`src/sector_guard_pkg.sv`:
```
// Notes on behaviour
// - Program/erase blocked when nonvolatile guard is 0
// - Guards program singly to 0, erase together
// - Guard program/erase refused while latch is 0
// - Progress shown in readable status register
// - Volatile guard write clears or sets bit freely
// - Sector unprotected only when both guards 1
// - Latch 0 freezes nonvolatile guards, 1 allows changes
// - Latch clear command clears latch to 0
// - Persistent mode: latch 1 at reset, no reset-free set
// - Software reset leaves latch unchanged
// - Password mode: latch 0 at reset, unlock sets; code's hardware reset returns mode word to 11, so latch comes up 1
// - Full 64-bit exact match sets latch
// - Password program only turns ones to zeros
// - Password erased all ones, own address space
// - After password mode, program ignored, read undefined
// - Mismatch sets program error, keeps busy, latch 0
// - Unlock rate-limited to one per 100 us; code holds busy only after a mismatch, a match finishes in 2 cycles
// - Mode bits never erasable, choice permanent; code's hardware reset returns mode word to 11
// - Error status read only from readable sectors
// - Block range and sector guards ORed
// - Mode bits 11/10 persistent, 01 password, 00 error
package sector_guard_pkg;
    localparam int unsigned SECTORS = 32;
    localparam int unsigned SECT_W = 5;
    localparam logic [11:0] A_CMD = 12'h000;
    localparam logic [11:0] A_STATUS = 12'h004;
    localparam logic [11:0] A_PASS_LO = 12'h008;
    localparam logic [11:0] A_PASS_HI = 12'h00c;
    localparam logic [11:0] A_NV = 12'h010;
    localparam logic [11:0] A_VOL = 12'h014;
    localparam logic [11:0] A_BLOCK = 12'h018;
    localparam logic [11:0] A_MODE = 12'h01c;
    localparam logic [11:0] A_PROT = 12'h020;
    localparam logic [11:0] A_ECCSEL = 12'h024;
    localparam logic [1:0] MODE_RESET = 2'h3;
    localparam logic [63:0] PASS_RESET = 64'hffffffffffffffff;
    localparam int unsigned CLK_MHZ = 125;
    localparam int unsigned PROG_NS = 2000;
    localparam int unsigned ERASE_NS = 8000;
    localparam int unsigned UNLOCK_US = 100;
    localparam int unsigned PROG_CYC = PROG_NS * CLK_MHZ / 1000;
    localparam int unsigned ERASE_CYC = ERASE_NS * CLK_MHZ / 1000;
    localparam int unsigned UNLOCK_CYC = UNLOCK_US * CLK_MHZ;
    typedef enum logic [3:0] {
        CMD_NONE = 4'h0,
        CMD_GUARD_PROG = 4'h1,
        CMD_GUARD_ERASE = 4'h2,
        CMD_VOL_WRITE = 4'h3,
        CMD_LATCH_CLEAR = 4'h4,
        CMD_UNLOCK = 4'h5,
        CMD_PASS_PROG = 4'h6,
        CMD_MODE_PROG = 4'h7,
        CMD_SOFT_RESET = 4'h8,
        CMD_ARRAY_WRITE = 4'h9
    } cmd_type;
    typedef enum logic [1:0] {
        ST_IDLE = 2'b00,
        ST_BUSY = 2'b01,
        ST_HOLD = 2'b10
    } op_type;
    typedef struct packed {
        logic [31:0] prdata;
        logic pready;
        logic pslverr;
    } apb_rsp_type;
endpackage

```
`src/flash_sector_protection.sv`:
```
`timescale 1ns/10ps
module flash_sector_protection import sector_guard_pkg::*; #(
    parameter int unsigned UNLOCK_CYCLES = UNLOCK_CYC,
    parameter int unsigned PROG_CYCLES = PROG_CYC,
    parameter int unsigned ERASE_CYCLES = ERASE_CYC
) (
    input wire logic sys_clk_i, // System clock 125 MHz
    input wire logic nrst_i, // Hardware reset, active low
    input wire logic psel_i, // APB select
    input wire logic penable_i, // APB enable
    input wire logic pwrite_i, // APB direction
    input wire logic [11:0] paddr_i, // APB byte address
    input wire logic [31:0] pwdata_i, // APB write data
    output logic [31:0] prdata_o, // APB read data
    output logic pready_o, // APB ready
    output logic pslverr_o, // APB error
    output logic [SECTORS-1:0] sector_locked_o, // Per-sector program/erase block
    output logic operation_in_progress_o // Busy flag
);
    typedef struct packed {
        apb_rsp_type rsp;
        op_type op;
        cmd_type cmd;
        logic [31:0] cnt;
        logic [SECTORS-1:0] nonvolatile_sector_guard;
        logic [SECTORS-1:0] volatile_sector_guard;
        logic guard_freeze_latch;
        logic [1:0] protection_mode_word;
        logic [63:0] password;
        logic [63:0] attempt;
        logic [SECT_W-1:0] target;
        logic prog_err;
        logic [SECTORS-1:0] block_range;
        logic [SECTORS-1:0] locked;
        logic [SECT_W-1:0] ecc_sect;
        logic read_prot;
        logic busy;
    } state_type;
    state_type r, next_r;
    logic [SECTORS-1:0] eff_lock;
    logic pw_mode;
    logic wr_acc, rd_acc;
    logic boot_done;
    assign pw_mode = (r.protection_mode_word == 2'b01);
    assign wr_acc = psel_i && penable_i && pwrite_i && !r.rsp.pready;
    assign rd_acc = psel_i && penable_i && !pwrite_i && !r.rsp.pready;
    genvar g;
    generate
        for (g = 0; g < SECTORS; g++) begin : g_lock
            // Unprotected only if both guards are 1 and outside the block range
            assign eff_lock[g] = !(r.nonvolatile_sector_guard[g]
                && r.volatile_sector_guard[g]) || r.block_range[g];
        end
    endgenerate
    always_comb begin
        next_r = r;
        next_r.rsp.pready = 1'b0;
        next_r.rsp.pslverr = 1'b0;
        next_r.rsp.prdata = 32'h0;
        next_r.locked = eff_lock;
        // Reset value of the latch follows the stored mode, applied on the first clock
        if (!boot_done) begin
            next_r.guard_freeze_latch = !pw_mode;
        end
        // Embedded operations
        unique case (r.op)
            ST_IDLE: begin
            end
            ST_BUSY: begin
                if (r.cnt != 32'h0) begin
                    next_r.cnt = r.cnt - 32'h1;
                end else begin
                    next_r.op = ST_IDLE;
                    unique case (r.cmd)
                        CMD_GUARD_PROG: next_r.nonvolatile_sector_guard[r.target] = 1'b0;
                        CMD_GUARD_ERASE: next_r.nonvolatile_sector_guard = '1;
                        CMD_UNLOCK: begin
                            if (r.attempt == r.password) begin
                                next_r.guard_freeze_latch = 1'b1;
                            end else begin
                                next_r.prog_err = 1'b1;
                                next_r.op = ST_HOLD;
                                next_r.cnt = 32'(UNLOCK_CYCLES - 1);
                            end
                        end
                        default: begin
                        end
                    endcase
                end
            end
            ST_HOLD: begin
                // Failed unlock keeps busy for the rate-limit window
                if (r.cnt != 32'h0) begin
                    next_r.cnt = r.cnt - 32'h1;
                end else begin
                    next_r.op = ST_IDLE;
                end
            end
            default: next_r.op = ST_IDLE;
        endcase
        if (wr_acc) begin
            next_r.rsp.pready = 1'b1;
            unique case (paddr_i)
                A_CMD: begin
                    // Commands other than soft reset are dropped while busy
                    if (cmd_type'(pwdata_i[3:0]) == CMD_SOFT_RESET) begin
                        next_r.volatile_sector_guard = '1;
                    end else if (r.op == ST_IDLE) begin
                        next_r.target = pwdata_i[8+SECT_W-1:8];
                        next_r.cmd = cmd_type'(pwdata_i[3:0]);
                        unique case (cmd_type'(pwdata_i[3:0]))
                            CMD_GUARD_PROG, CMD_GUARD_ERASE: begin
                                if (r.guard_freeze_latch) begin
                                    next_r.op = ST_BUSY;
                                    next_r.prog_err = 1'b0;
                                    next_r.cnt = (pwdata_i[3:0] == 4'h1) ?
                                        32'(PROG_CYCLES - 1) : 32'(ERASE_CYCLES - 1);
                                end else begin
                                    next_r.prog_err = 1'b1;
                                end
                            end
                            CMD_VOL_WRITE: begin
                                next_r.volatile_sector_guard[pwdata_i[8+SECT_W-1:8]] =
                                    pwdata_i[16];
                            end
                            CMD_LATCH_CLEAR: next_r.guard_freeze_latch = 1'b0;
                            CMD_UNLOCK: begin
                                if (pw_mode) begin
                                    next_r.op = ST_BUSY;
                                    next_r.prog_err = 1'b0;
                                    next_r.cnt = 32'h1;
                                end
                            end
                            CMD_PASS_PROG: begin
                                if (r.protection_mode_word == MODE_RESET) begin
                                    next_r.password = r.password & r.attempt;
                                end
                            end
                            CMD_MODE_PROG: begin
                                // Only 1->0, never erased; reaching 00 fails
                                if (r.protection_mode_word != MODE_RESET) begin
                                    next_r.prog_err = 1'b1;
                                end else if ((r.protection_mode_word & pwdata_i[17:16])
                                    == 2'b00) begin
                                    next_r.prog_err = 1'b1;
                                end else begin
                                    next_r.protection_mode_word = pwdata_i[17:16];
                                end
                            end
                            default: begin
                            end
                        endcase
                    end
                end
                A_PASS_LO: next_r.attempt[31:0] = pwdata_i;
                A_PASS_HI: next_r.attempt[63:32] = pwdata_i;
                A_BLOCK: next_r.block_range = pwdata_i[SECTORS-1:0];
                A_PROT: next_r.read_prot = pwdata_i[0];
                A_ECCSEL: next_r.ecc_sect = pwdata_i[SECT_W-1:0];
                default: next_r.rsp.pslverr = 1'b1;
            endcase
        end else if (rd_acc) begin
            next_r.rsp.pready = 1'b1;
            unique case (paddr_i)
                A_STATUS: next_r.rsp.prdata = {26'h0, r.protection_mode_word,
                    r.guard_freeze_latch, r.prog_err, 1'b0, r.op != ST_IDLE};
                A_PASS_LO: next_r.rsp.prdata = (r.protection_mode_word == MODE_RESET ||
                    r.protection_mode_word == 2'b10) ? r.password[31:0] : 32'h0;
                A_PASS_HI: next_r.rsp.prdata = (r.protection_mode_word == MODE_RESET ||
                    r.protection_mode_word == 2'b10) ? r.password[63:32] : 32'h0;
                A_NV: next_r.rsp.prdata = r.nonvolatile_sector_guard;
                A_VOL: next_r.rsp.prdata = r.volatile_sector_guard;
                A_BLOCK: next_r.rsp.prdata = r.block_range;
                A_MODE: next_r.rsp.prdata = {30'h0, r.protection_mode_word};
                A_PROT: next_r.rsp.prdata = {31'h0, r.read_prot};
                // Readback picks boot sector 0 under read protection
                A_ECCSEL: next_r.rsp.prdata = {27'h0,
                    r.read_prot ? SECT_W'(0) : r.ecc_sect};
                default: next_r.rsp.pslverr = 1'b1;
            endcase
        end
        next_r.busy = (next_r.op != ST_IDLE);
    end
    always_ff @(posedge sys_clk_i or negedge nrst_i) begin
        if (!nrst_i) begin
            r.rsp <= '0;
            r.op <= ST_IDLE;
            r.cmd <= CMD_NONE;
            r.cnt <= 32'h0;
            r.nonvolatile_sector_guard <= '1;
            r.volatile_sector_guard <= '1;
            r.guard_freeze_latch <= 1'b0;
            r.protection_mode_word <= MODE_RESET;
            r.password <= PASS_RESET;
            r.attempt <= '0;
            r.target <= '0;
            r.prog_err <= 1'b0;
            r.block_range <= '0;
            r.locked <= '0;
            r.ecc_sect <= '0;
            r.read_prot <= 1'b0;
            r.busy <= 1'b0;
        end else begin
            r <= next_r;
        end
    end
    // Latch state after reset depends on stored mode; set on first clocked cycle
    always_ff @(posedge sys_clk_i or negedge nrst_i) begin
        if (!nrst_i) begin
            boot_done <= 1'b0;
        end else begin
            boot_done <= 1'b1;
        end
    end
    assign prdata_o = r.rsp.prdata;
    assign pready_o = r.rsp.pready;
    assign pslverr_o = r.rsp.pslverr;
    assign sector_locked_o = r.locked;
    assign operation_in_progress_o = r.busy;
    chk_latch_frozen: assert property (@(posedge sys_clk_i) disable iff (!nrst_i)
        !r.guard_freeze_latch && r.op == ST_IDLE |=> $stable(r.nonvolatile_sector_guard))
        else $error("guards changed while latch clear");
    chk_vol_lock: assert property (@(posedge sys_clk_i) disable iff (!nrst_i)
        !r.volatile_sector_guard[0] |=> sector_locked_o[0])
        else $error("sector 0 unlocked with volatile guard 0");
    chk_block_or: assert property (@(posedge sys_clk_i) disable iff (!nrst_i)
        r.block_range[1] |=> sector_locked_o[1])
        else $error("block range ignored");
    chk_pass_ones: assert property (@(posedge sys_clk_i) disable iff (!nrst_i)
        ($past(r.password) & r.password) == r.password)
        else $error("password bit rose");
    chk_mode_never: assert property (@(posedge sys_clk_i) disable iff (!nrst_i)
        r.protection_mode_word != 2'b00)
        else $error("illegal mode word");
    chk_mode_keep: assert property (@(posedge sys_clk_i) disable iff (!nrst_i)
        r.protection_mode_word != MODE_RESET |=> $stable(r.protection_mode_word))
        else $error("mode changed after selection");
    chk_fail_busy: assert property (@(posedge sys_clk_i) disable iff (!nrst_i)
        $rose(r.op == ST_HOLD) |-> r.prog_err && !r.guard_freeze_latch
            && operation_in_progress_o)
        else $error("failed unlock effects wrong");
    chk_pers_noset: assert property (@(posedge sys_clk_i) disable iff (!nrst_i)
        !pw_mode && boot_done && !r.guard_freeze_latch |=> !r.guard_freeze_latch)
        else $error("latch set in persistent mode");
endmodule

```
`config.mk`:
```
export PLATFORM = sky130hd
export DESIGN_NAME = flash_sector_protection
export DESIGN_NICKNAME = d
export VERILOG_FILES = /design/src/sector_guard_pkg.sv /design/src/flash_sector_protection.sv
export SDC_FILE = /design/constraint.sdc
export NUM_CORES = 1
export LEC_CHECK = 0
export BUFFER_PORTS_ARGS = -buffer_cell sky130_fd_sc_hd__buf_4
export CORE_MARGIN = 2
export CORE_UTILIZATION = 45
export DETAILED_ROUTE_END_ITERATION = 10
export PLACE_DENSITY = 0.66
export SYNTH_ARGS = -nofsm -noshare
export SYNTH_HDL_FRONTEND = slang
export SYNTH_SLANG_ARGS = --single-unit
```
`constraint.sdc`:
```
create_clock -name sys_clk_i -period 5.4 [get_ports sys_clk_i]
set_input_delay 0.27 -clock sys_clk_i [delete_from_list [all_inputs] [get_ports sys_clk_i]]
set_output_delay 0.27 -clock sys_clk_i [all_outputs]
set_load 0.01 [all_outputs]
```
After elaboration in Yosys (flattened, before gate mapping)
Cells that the tools add are included.
{ "totals": {"regBits": 345, "in_bits": 49, "out_inout_bits": 67} }
{ "op_classes": {"n_addsub": 1, "order_cmp": 4, "n_eq_ne": 27, "n_mux": 68, "n_bitwise": 8, "reduce_logical": 129} }
{ "op_table": {"columns": ["op", "count"], "rows": [
  ["$mux W32", 14],
  ["$pmux W32 S9", 1],
  ["$pmux W32 S2", 3],
  ["$mux W169", 1],
  ["$mux W38", 4],
  ["$mux W67", 2],
  ["$mux W64", 2],
  ["$mux W99", 1],
  ["$and A64 B64 Y64", 1],
  ["$eq A64 B64 Y1", 1],
  ["$eq A12 B5 Y1 const B", 4],
  ["$logic_and A1 B1 Y1", 39],
  ["$logic_not A1 Y1", 35],
  ["$mux W34", 1],
  ["$logic_or A1 B1 Y1", 33],
  ["$and A32 B32 Y32", 1],
  ["$bwmux W32", 1],
  ["$not A32 Y32", 1],
  ["$reduce_bool A32 Y1", 1],
  ["$sub A32 B1 Y32 const B", 1],
  ["$eq A12 B4 Y1 const B", 2],
  ["$eq A12 B6 Y1 const B", 2],
  ["$eq A4 B3 Y1 const B", 5],
  ["$mux W2", 10],
  ["30 further kinds", 71]
]} }

Logic depth before layout (Yosys ltp)
{ "depth": {"depth_word": 12, "mapped_depth": 10, "ltp_nobuf": 8} }

Worst setup path after synthesis
OpenSTA, ideal clock, no wires.
{ "synth_path": {"path_type": "register to register", "from": "register r[171] (netlist bit)", "to": "register r[278] (netlist bit)", "t_arrival_ps": 2201, "t_required_ps": 5268, "setup_slack_ps": 3067, "stages_incl_launch_ff": 8, "n_path_buf": 0, "synth_period_minus_slack_ps": 2333, "cell_sequence": "dfstp_2 > ha_1 > nor4_1 > nand4_1 > nor4_1 > nor3_4 > nor4_1 > nor3_2"} }
{ "synth_lines": {"columns": ["item", "line_no", "text"], "rows": [
  ["from (decl)", "flash_sector_protection.sv:39", "state_type r, next_r;"],
  ["from (signal assigned)", "flash_sector_protection.sv:204", "r <= next_r;"]
]} }

Final worst setup path
{ "layout_path": {"from": "register r[309] (netlist bit)", "to": "register r[199] (netlist bit)"} }
{ "layout_between": {"elab_chain_len": 2} }
{ "layout_rtl": {"columns": ["item", "line_no", "text"], "rows": [
  ["$logic_not A2 Y1", "flash_sector_protection.sv:108", "end else if (r.op == ST_IDLE) begin"],
  ["$reduce_and A6 Y1 (no line)", null, null]
]} }
No other way between the ends.
A chain may end at the register's enable or synchronous reset.

==> flow_metrics.py <==
metrics = {
    "global_routing": {
        "first_global_vias": 12352,
        "grt_pass1_wl_um": 72900,
        "grt_max_degree": 124,
        "grt.overflow.total": 0,
        "grt_usage_pct": 23.9,
        "antenna_found_initial": 3,
    },
    "power": {
        "ir_worst_vdd_mv": 0.216,
        "power.density_nw_per_um2": 275,
        "p_leak_nw": 8.76,
    },
    "timing": {
        "hold_violations": 0,
        "rsz0062_at_grt": "no",
        "setup_slack_ns": 1.92,
        "slew_headroom_pct": 17.7,
        "tightest_slew_ns": 1.23,
        "finClkSkew_ns": 0.0162,
        "max_freq_mhz": 287,
        "setup_viol": 0,
        "fin_tns_setup_ns": 0,
        "fin_crit_ns": 3.48,
        "fin_crit_sh_pct": 64.4,
        "slew_viol_final": 0,
    },
    "floorplanning": {
        "die_x_um": 200,
        "dieArea_um2": 40000,
        "rows": 71,
        "placeableCoreArea_um2": 37800,
        "start_util_pct": 45.7,
        "ioPinCount": 116,
        "dieHeight_um": 200,
    },
    "cells_and_area": {
        "fillers": 3286,
        "register_area_um2": 8800,
        "num-nets-final": 1673,
        "multi_input_area_um2": 7670,
        "area_growth_pct": 13.8,
        "stdcell_count": 2098,
        "final_common_cell": "mux2_2",
        "drive_gt1_share_pct": 37.0,
        "mostFrequentLayoutCells": "mux2_2 (221), dfrtp_1 (215), buf_4 (131)",
    },
    "routing": {
        "drtIter0Drc": 1095,
        "antenna_left": 0,
        "firstDrtPassIters": 5,
        "dr_total_vias": 12436,
        "avgViaCountPerCell": 5.93,
        "wire_per_inst_um": 22.4,
        "drc": 0,
        "wl_um": 47000,
    },
    "setup_path": {
        "cp.required_ns": 5.87,
        "cp.arrival_ns": 3.95,
        "path_max_fanout": 49,
        "path_cells": "inv_1 -> ha_1 -> nand2b_1 -> nor4_2 -> nand4_4 -> buf_4 -> mux2_2",
        "slowest_delay_ns": 0.90,
        "worst-path-buf-inv": 2,
        "start_kind": "register",
        "end_kind": "register",
        "cpMaxStageDelayCell": "nand4_4",
        "critPathKind": "reg2reg",
        "cp_top_family": "simple AND/OR/NAND/NOR gates",
    },
    "clock_tree": {
        "clock_path_buffers": 3,
        "cts_root_buffer": "clkbuf_16",
        "cts_buffers": 39,
        "cts_tree": "done",
        "ctsHtreeMaxLevel": 2,
        "path_clk_slew_ns": 0.06,
        "cts_hold_repair.buffers": 22,
        "post_cts_resized": 0,
        "clkLatencyLatePin_ns": 0.55,
        "cts_setup_buffers": 0,
        "clkSinkCount": 345,
    },
    "synth": {
        "yosysSeqAreaShare_pct": 50.9,
        "synth-seq-cells": 345,
        "synthFlopType": "dfrtp_1",
        "syn_avg_cell_area_um2": 11.5,
        "synth_nets": 1622,
        "ys_types": 72,
        "netlist_area_um2": 17300,
        "synth_edf_count": 0,
        "async_flop_share_pct": 100,
        "synth_cells": 1503,
        "yosysWarnings": 0,
    },
    "placed_design": {
        "hpwl_um": 31000,
        "dp_slack_ns": 1.88,
        "port_buffers": 115,
        "dp_cells": 2002,
        "gp_congestion": 0.873,
    },
    "run": {
        "drv_cap": 0,
    },
    "worst_hold_path": {
        "hold_class": "in2reg",
    },
    "run_status": {
        "status": "completed",
    },
}
[sequential cells by signal, summed over array words and instances (netlist names)]
register	count
boot_done	1
operation_in_progress_o	1
prdata_o	32
pready_o	1
pslverr_o	1
r	277
sector_locked_o	32
[through the flow]
stage	instance area [um2]	hold WS, ns	util, %	power (mW)
after floorplan	17300	-0.0256	-	2.70
after global placement	18200	0.408	48.1	2.82
after detailed placement	18200	0.430	48.1	2.82
after CTS	19700	0.0210	52.0	5.45
after global routing	19700	0.0339	52.1	5.57
final	19700	0.0346	52.1	5.40
[final cells by class]
type / instances / share of cell area, %
Multi-Input combinational cell: 1001 / 39.0
Tap cell: 511 / 3.25
Inverter: 12 / 0.229
Sequential cell: 345 / 44.8
Timing Repair Buffer: 155 / 6.30
Clock inverter: 14 / 0.592
Antenna cell: 2 / 0.0255
Clock buffer: 58 / 5.84
[Yosys cell counts (all sizes together) (2+ instances only)]
master / number / area [um2]
a221oi: 2 / 17.5
mux2: 237 / 2670
or4: 3 / 22.5
nand4: 17 / 131
nor4: 46 / 355
dfstp: 130 / 3420
a21o: 8 / 60.1
a22o: 2 / 17.5
nor4b: 3 / 41.3
inv: 12 / 45.0
and3b: 2 / 17.5
a211oi: 8 / 60.1
mux2i: 6 / 60.1
o31ai: 4 / 35.0
or3b: 4 / 35.0
a31oi: 13 / 81.3
nand4b: 5 / 58.8
o21ai: 126 / 631
or2: 5 / 31.3
a21oi: 56 / 280
nor2b: 11 / 68.8
o211ai: 4 / 30.0
and2: 3 / 18.8
xnor2: 2 / 17.5
nand2b: 10 / 62.6
a222oi: 23 / 230
nor3: 31 / 196
o32ai: 2 / 17.5
ha: 70 / 876
clkbuf: 52 / 195
nand3: 21 / 110
nand3b: 37 / 278
nand2: 107 / 402
a22oi: 9 / 67.6
nor2: 89 / 337
buf: 93 / 629
o21a: 5 / 37.5
or3: 11 / 78.8
dfrtp: 215 / 5380
nor3b: 5 / 53.8
[routing by layer]
layer / global-route usage, % / up-vias / part of all wire (%) / routed length (um)
met3: 3.88 / 82 / 5.9 / 2770
met2: 38.5 / 423 / 47 / 22000
met4: 7.00 / 0 / 2.4 / 1130
met5: 0 / - / 0 / 0
met1: 33.4 / 6389 / 45 / 21100
li1: - / 5542 / - / -
[final timing paths]
| path | start | to | slack [ns] | cells after the start |
|---|---|---|---|---|
| worst min register to register | r[240] | sector_locked_o[0] | 0.49 | 1 |
| min in group asynchronous | nrst_i | r[81] | 0.37 | 2 |
| worst max-delay path | r[309] | r[199] | 1.92 | 7 |
| worst min-delay path | pwdata_i[17] | r[206] | 0.03 | 2 |
| max in group asynchronous | nrst_i | sector_locked_o[3] | 3.68 | 3 |
| worst max register to register | r[309] | r[199] | 1.92 | 7 |
[where the power goes]
part           switching, mW  total, mW  internal, mW
registers            0.00314       2.60          2.59
logic                  0.136      0.195        0.0589
clock network           1.08       2.61          1.53
[worst reg2reg max path: stages (launching register included)]
cell	delay (ns)
dfrtp_1	0.42
inv_1	0.12
ha_1	0.42
nand2b_1	0.19
nor4_2	0.42
nand4_4	0.90
buf_4	0.64
mux2_2	0.31
[cell families (layout without fill, tap and decap cells)]
kind of cell | after synthesis | after routing | synth area share [%]
multiplexers | 243 | 243 | 15.8
AND/OR/NAND/NOR | 414 | 414 | 13.5
AO/OA/AOI/OAI | 270 | 270 | 9.47
adder cells (fa/ha/maj) | 70 | 70 | 5.07
other | 1 | 3 | 0.0217
buffers and inverters | 157 | 239 | 5.03
XOR/XNOR | 3 | 3 | 0.152
flip-flops | 345 | 345 | 50.9
(Power assumes the default switching activity.)
